<file path="src/logic/bch_pkg.sv">
// constants for the bridge configuration header registers
package bch_pkg;
  localparam logic [7:0] BCH_OFF_CLASS = 8'h08;
  localparam logic [7:0] BCH_OFF_LATCL = 8'h0c;
  localparam logic [7:0] BCH_OFF_RSVDA = 8'h10;
  localparam logic [7:0] BCH_OFF_RSVDB = 8'h14;
  localparam logic [7:0] BCH_BASE_CLASS = 8'h06;
  localparam logic [7:0] BCH_SUB_CLASS = 8'h04;
  localparam logic [7:0] BCH_PROG_IF = 8'h00;
  localparam logic [7:0] BCH_HDR_TYPE = 8'h01;
  localparam logic [7:0] BCH_RSVD_BYTE = 8'h00;
  localparam logic [4:0] BCH_LAT_RESET = 5'h00;
  localparam logic [7:0] BCH_CLS_RESET = 8'h00;
  localparam int BCH_LAT_LSB = 11;
  localparam int BCH_LAT_W = 5;
  localparam int BCH_LAT_GRAN_BITS = 3;
  localparam int BCH_CNT_W = 8;
endpackage : bch_pkg

</file>
<file path="src/logic/bch_config_regs.sv">
// configuration header registers, offsets 08h to 14h, primary side only
// Notes on behaviour
// - offset 08h top byte reads base class 06h, read-only
// - sub-class byte reads 04h, read-only
// - programming interface byte always reads zero
// - low byte of 08h is a fixed read-only revision
// - top byte of 0Ch is reserved, reads zero
// - header type reads 01h, selecting bridge layout
// - 0Ch bits 15:8 limit primary master clocks from frame start
// - only latency bits 15:11 writable, 10:8 read zero
// - zero latency disables the timer; field resets to zero
// - cache line size writable in 0Ch bits 7:0, resets zero
// - effective line size is the highest set bit only
// - effective line size ends write-invalidate and sizes prefetch
// - words 10h and 14h read zero, writes ignored
// - accesses come only from the primary bus side
module bch_config_regs
  import bch_pkg::*;
#(
  parameter logic [7:0] REVISION = 8'h00 // arbitrary value
)
(
  // clock and reset
  input wire logic mclk,
  input wire logic arst_n,
  // primary side configuration access
  input wire logic cfgSel,
  input wire logic cfgWrite,
  input wire logic [7:0] cfgAddr,
  input wire logic [3:0] cfgByteEn_n,
  input wire logic [31:0] cfgWrData,
  output logic [31:0] cfgRdData,
  // primary master timing
  input wire logic frameStart,
  input wire logic frameActive,
  output logic latTimerExpired,
  output logic latTimerEnabled,
  // cache line users
  output logic [7:0] lineSizeWords,
  output logic [7:0] lineSizeMask,
  input wire logic [7:0] burstWordCount,
  output logic mwiLineEnd,
  output logic [7:0] prefetchWords
);
  logic rstMeta_r;
  logic rstSync_r;
  logic [BCH_LAT_W-1:0] latLimit_r;
  logic [BCH_LAT_W-1:0] latLimit_nxt;
  logic [7:0] lineSize_r;
  logic [7:0] lineSize_nxt;
  logic [31:0] rdData_r;
  logic [31:0] rdData_nxt;
  logic [7:0] effLine;

  // highest set bit of the cache line field as a power of two
  function automatic logic [7:0] msb_only(input logic [7:0] v);
    logic [7:0] r;
    r = 8'h00;
    for (int i = 0; i < 8; i++) begin
      if (v[i]) begin
        r = 8'h01 << i;
      end
    end
    return r;
  endfunction : msb_only

  always_ff @(posedge mclk or negedge arst_n) begin
    if (!arst_n) begin
      rstMeta_r <= 1'b0;
      rstSync_r <= 1'b0;
    end else begin
      rstMeta_r <= 1'b1;
      rstSync_r <= rstMeta_r;
    end
  end

  // cfgSel is only ever driven by the primary-side decoder
  always_comb begin
    latLimit_nxt = latLimit_r;
    lineSize_nxt = lineSize_r;
    rdData_nxt = rdData_r;
    if (cfgSel && cfgWrite && cfgAddr == BCH_OFF_LATCL) begin
      if (!cfgByteEn_n[1]) begin
        latLimit_nxt = cfgWrData[BCH_LAT_LSB +: BCH_LAT_W];
      end
      if (!cfgByteEn_n[0]) begin
        lineSize_nxt = cfgWrData[7:0];
      end
    end
    if (cfgSel && !cfgWrite) begin
      unique case (cfgAddr)
        BCH_OFF_CLASS: begin
          rdData_nxt = {BCH_BASE_CLASS, BCH_SUB_CLASS, BCH_PROG_IF, REVISION};
        end
        BCH_OFF_LATCL: begin
          rdData_nxt = {BCH_RSVD_BYTE, BCH_HDR_TYPE, latLimit_r,
                        {BCH_LAT_GRAN_BITS{1'b0}}, lineSize_r};
        end
        default: begin
          rdData_nxt = 32'h00000000;
        end
      endcase
    end
  end

  always_ff @(posedge mclk or negedge rstSync_r) begin
    if (!rstSync_r) begin
      latLimit_r <= BCH_LAT_RESET;
      lineSize_r <= BCH_CLS_RESET;
      rdData_r <= 32'h00000000;
    end else begin
      latLimit_r <= latLimit_nxt;
      lineSize_r <= lineSize_nxt;
      rdData_r <= rdData_nxt;
    end
  end

  assign cfgRdData = rdData_r;

  bch_latency_timer uTimer (
    .mclk(mclk),
    .rstSync_n(rstSync_r),
    .latLimit(latLimit_r),
    .frameStart(frameStart),
    .frameActive(frameActive),
    .timerExpired(latTimerExpired)
  );

  assign latTimerEnabled = (latLimit_r != 5'h00);

  // lower set bits are ignored so software slips cannot give odd sizes
  assign effLine = msb_only(lineSize_r);
  assign lineSizeWords = effLine;
  assign lineSizeMask = effLine - 8'h01;
  // write-invalidate ends on a line boundary; zero size never ends it early
  assign mwiLineEnd = (effLine != 8'h00) &&
                      ((burstWordCount & (effLine - 8'h01)) == (effLine - 8'h01));
  assign prefetchWords = effLine;
endmodule : bch_config_regs

</file>
<file path="src/logic/bch_latency_timer.sv">
// primary master latency timer counting clocks from frame assertion
module bch_latency_timer
  import bch_pkg::*;
(
  // clock and reset
  input wire logic mclk,
  input wire logic rstSync_n,
  // control
  input wire logic [BCH_LAT_W-1:0] latLimit,
  input wire logic frameStart,
  input wire logic frameActive,
  // status
  output logic timerExpired
);
  logic [BCH_CNT_W-1:0] count_r;
  logic [BCH_CNT_W-1:0] count_nxt;
  logic expired_r;
  logic expired_nxt;
  logic [BCH_CNT_W-1:0] limitClocks;

  // limit is in steps of eight clocks, low bits always zero
  assign limitClocks = {latLimit, {BCH_LAT_GRAN_BITS{1'b0}}};

  always_comb begin
    count_nxt = count_r;
    expired_nxt = expired_r;
    if (frameStart) begin
      count_nxt = 8'h01;
      expired_nxt = 1'b0;
    end else if (!frameActive) begin
      count_nxt = 8'h00;
      expired_nxt = 1'b0;
    end else if (latLimit == 5'h00) begin
      expired_nxt = 1'b0;
    end else if (count_r >= limitClocks) begin
      expired_nxt = 1'b1;
    end else begin
      count_nxt = count_r + 8'h01;
    end
  end

  always_ff @(posedge mclk or negedge rstSync_n) begin
    if (!rstSync_n) begin
      count_r <= 8'h00;
      expired_r <= 1'b0;
    end else begin
      count_r <= count_nxt;
      expired_r <= expired_nxt;
    end
  end

  assign timerExpired = expired_r;
endmodule : bch_latency_timer

</file>
<file path="config.mk">
export PLATFORM = sky130hd
export DESIGN_NAME = bch_config_regs
export DESIGN_NICKNAME = d
export VERILOG_FILES = /design/src/logic/bch_pkg.sv /design/src/logic/bch_config_regs.sv /design/src/logic/bch_latency_timer.sv
export SDC_FILE = /design/constraint.sdc
export NUM_CORES = 1
export LEC_CHECK = 0
export ABC_AREA = 0
export BUFFER_PORTS_ARGS = -buffer_cell sky130_fd_sc_hd__buf_2
export CORE_ASPECT_RATIO = 1.1
export CORE_MARGIN = 2
export CORE_UTILIZATION = 49
export CTS_CLUSTER_DIAMETER = 200
export CTS_CLUSTER_SIZE = 8
export DETAILED_ROUTE_END_ITERATION = 16
export HOLD_SLACK_MARGIN = 0.03
export PLACE_DENSITY = 0.9
export SLEW_MARGIN = 20
export SYNTH_ARGS = -nofsm -noshare
export SYNTH_HDL_FRONTEND = slang
export SYNTH_HIERARCHICAL = 1
export SYNTH_SLANG_ARGS = --single-unit
</file>
<file path="constraint.sdc">
create_clock -name mclk -period 7.35 [get_ports mclk]
set_input_delay 1.8375 -clock mclk [delete_from_list [all_inputs] [get_ports mclk]]
set_output_delay 1.8375 -clock mclk [all_outputs]
set_load 0.005 [all_outputs]
</file>
==> qor.yml <==
yosys_register_bits: 39
cts_hold_buf: 0
comb_power_share_pct: 10.0
io_pins: 117
setup_viol: 0
power.density_mw_per_mm2: 152
postCtsSetupRepairBufs: 0
fmax_ghz: 0.213
fin_setup_tns_ps: 0
p_clk_share_pct: 34.6
cts_buffer_depth: 2
final_common_cell: "buf_2"
cts_tree: "built"
netlist_area_mm2: 0.00227
wl_per_cell_um: 14.1
grt.total_usage_pct: 19.9
setup.worst_path.end_class: "primary output"
hp-class: "reg -> async"
layout_min_cycle_time_ps: 4700
max_stage_delay_ps: 520
first_pass_iters: 4
reg2reg_depth: 7
finalHoldViolations: 0
grt_pass1_wl_um: 7470
p_int_uw: 302
crit_fanout: 10
clock_latency_ps: 290
syn_inst: 221
area_growth_pct: 15.5
via_per_inst: 5.40
synth_top_area_share_pct: 43.0
grt_pass1_vias: 1672
synth_cell_type_count: 46
syn_area_per_cell_um2: 10.3
drt_iter0_drc: 87
gp_congestion: 0.816
synthFlopType: "dfrtp_1"
post_route_cells_drive_above_1_share_pct: 38.0
p_sw_share_pct: 24.0
rr_endpoint: "uTimer/count_r[7]$_DFFE_PN0P_"
slew_viol_final: 0
skew_ps: 7.41
antenna_cells: 0
cp-start-kind: "register"
r2r_slack_ps: 5010
peakVddDrop_v: 0.000139
cts_resized: 0
synth_top_cell_by_area: "dfrtp_1"
synth.area.top_cells: "dfrtp_1 (43%), buf_4 (8.6%), mux2_2 (6.4%)"
p_leak_uw: 0.00140
p_sw_uw: 95.6
outcome: "complete, no violations"
seqPwrFrac_pct: 55.4
routed_wirelength_um: 4800
p_total_uw: 398
drc_errors: 0
htree_num_levels: 2
antenna_found_initial: 0
rsz0062_at_grt: "no"
ys_seq_area_share_pct: 43.0
hpwl_um: 3620
arrival_ps: 2860
port_buffers: 80
layout.nets: 353
overflow: 0
synth_warnings: 6
ant_nets: 0
maxSlewHeadroom_pct: 38.6
row_count: 25
path_class: "reg -> out"
die_h_um: 75.4
initial_core_util_pct: 51.9
clk_pin_slew_worst_paths_ps: 70
cts_sinks: 39
grt_max_degree: 28
cts_buffers: 5
synth_edf_count: 0
die_width_um: 68.9
die_area_mm2: 0.00520
root_buffer: "clkbuf_8"
final_cell_mix: "buf_2 (80), dfrtp_1 (39), conb_1 (16)"
synth-async-reset-ratio_pct: 100
path_cells: "nor4_4, nor3b_1, nand2_1, ha_1, o22ai_1, a2111oi_0, nor4bb_1, buf_2"
period_share_pct: 63.9
crit_path_top_delay_cell: "dfrtp_1"
num_vias: 1841
cp.required_ps: 5510
worst_slew_pin_slew_ps: 917
rr_startpoint: "latLimit_r[4]$_DFFE_PN0P_"
coreArea_mm2: 0.00438
maxCapViolCount: 0
[worst max-delay path by stage]
| stage | endpoint | slack (ps) | startpoint |
|---|---|---|---|
| CTS | mwiLineEnd | 2650 | lineSize_r[5]$_DFFE_PN0P_ |
| detailed placement | mwiLineEnd | 2710 | burstWordCount[5] |
| floorplan | mwiLineEnd | 3020 | burstWordCount[5] |
| global route | mwiLineEnd | 2400 | lineSize_r[5]$_DFFE_PN0P_ |
| finish | mwiLineEnd | 2650 | lineSize_r[5]$_DFFE_PN0P_ |
| global placement | mwiLineEnd | 2790 | burstWordCount[5] |
[per-layer routing]
metal | vias to the layer above | global-route usage, % | wire length (um)
met1 | 881 | 22.3 | 1860
met4 | 0 | 9.15 | 106
met2 | 77 | 34.9 | 2450
met5 | - | 0 | 0
met3 | 11 | 5.61 | 383
li1 | 872 | - | -
[synthesized netlist by cell type (3+ instances only)]
library cell  instances
ha_1                  9
buf_4                26
dfrtp_1              39
buf_2                 4
clkbuf_1              4
nand2_1              12
o31ai_1               3
mux2_2               13
a22o_1               13
a21oi_1               9
inv_1                11
or4_1                 5
o21ai_0               5
and2_1                4
nand3_1               5
nor3_1                5
nor2_1                9
a21o_1                3
or3_1                 3
[through the flow]
step | utilization (%) | hold WS (ps) | setup WS [ps] | instance area [um^2] | instances
after floorplan | - | 331 | 3020 | 2320 | 235
after global placement | 58.1 | 175 | 2790 | 2540 | 333
after detailed placement | 58.1 | 194 | 2710 | 2540 | 333
after CTS | 59.9 | 186 | 2650 | 2630 | 341
after global routing | 59.9 | 222 | 2400 | 2630 | 341
final | 59.9 | 172 | 2650 | 2630 | 341
[final cells by class]
| cell class | count | area (um^2) |
|---|---|---|
| flip-flops and latches | 39 | 976 |
| inverters | 11 | 41.3 |
| multi-input cells | 148 | 1050 |
| clock inverters | 1 | 5.00 |
| fillers | 370 | 1750 |
| repair buffers | 81 | 408 |
| clock buffers | 7 | 76.3 |
| well taps | 54 | 67.6 |
[flip-flops by register name, indices dropped and copies added (netlist names)]
| register | count |
|---|---|
| cfgRdData | 15 |
| lineSize_r | 8 |
| uTimer/count_r | 8 |
| latLimit_r | 5 |
| rstMeta_r | 1 |
| rstSync_r | 1 |
| uTimer/timerExpired | 1 |
[worst max-delay path, delay by kind of cell, from the launching register on]
family / cells / cell delay [ps]
and+or+nand+nor: 4 / 1080
DFF: 1 / 520
AOI/OAI and AO/OA: 2 / 500
adders and majority gates: 1 / 310
buffers and inverters: 1 / 150
[power groups by stage]
| stage | clock, uW | sequential (uW) | combinational, uW |
|---|---|---|---|
| final | 138 | 220 | 40.0 |
| after global routing | 149 | 221 | 45.7 |
| after CTS | 143 | 220 | 40.0 |
| after detailed placement | 0 | 225 | 39.8 |
| after global placement | 0 | 224 | 38.3 |
| after floorplan | 0 | 225 | 27.7 |
[logic make-up (layout without fill, tap and decap cells)]
family                     Yosys count  after routing  synth area share [%]
adders and majority gates            9              9                  4.96
AOI/OAI and AO/OA                   39             39                  12.3
buffers and inverters               48            100                  13.1
xor gates and xnor gates             3              3                  1.16
other                                2             16                 0.331
muxes                               15             15                  7.32
and+or+nand+nor                     66             66                  17.8
DFF                                 39             39                  43.0
Note: power is estimated with default switching activity, not from simulation.
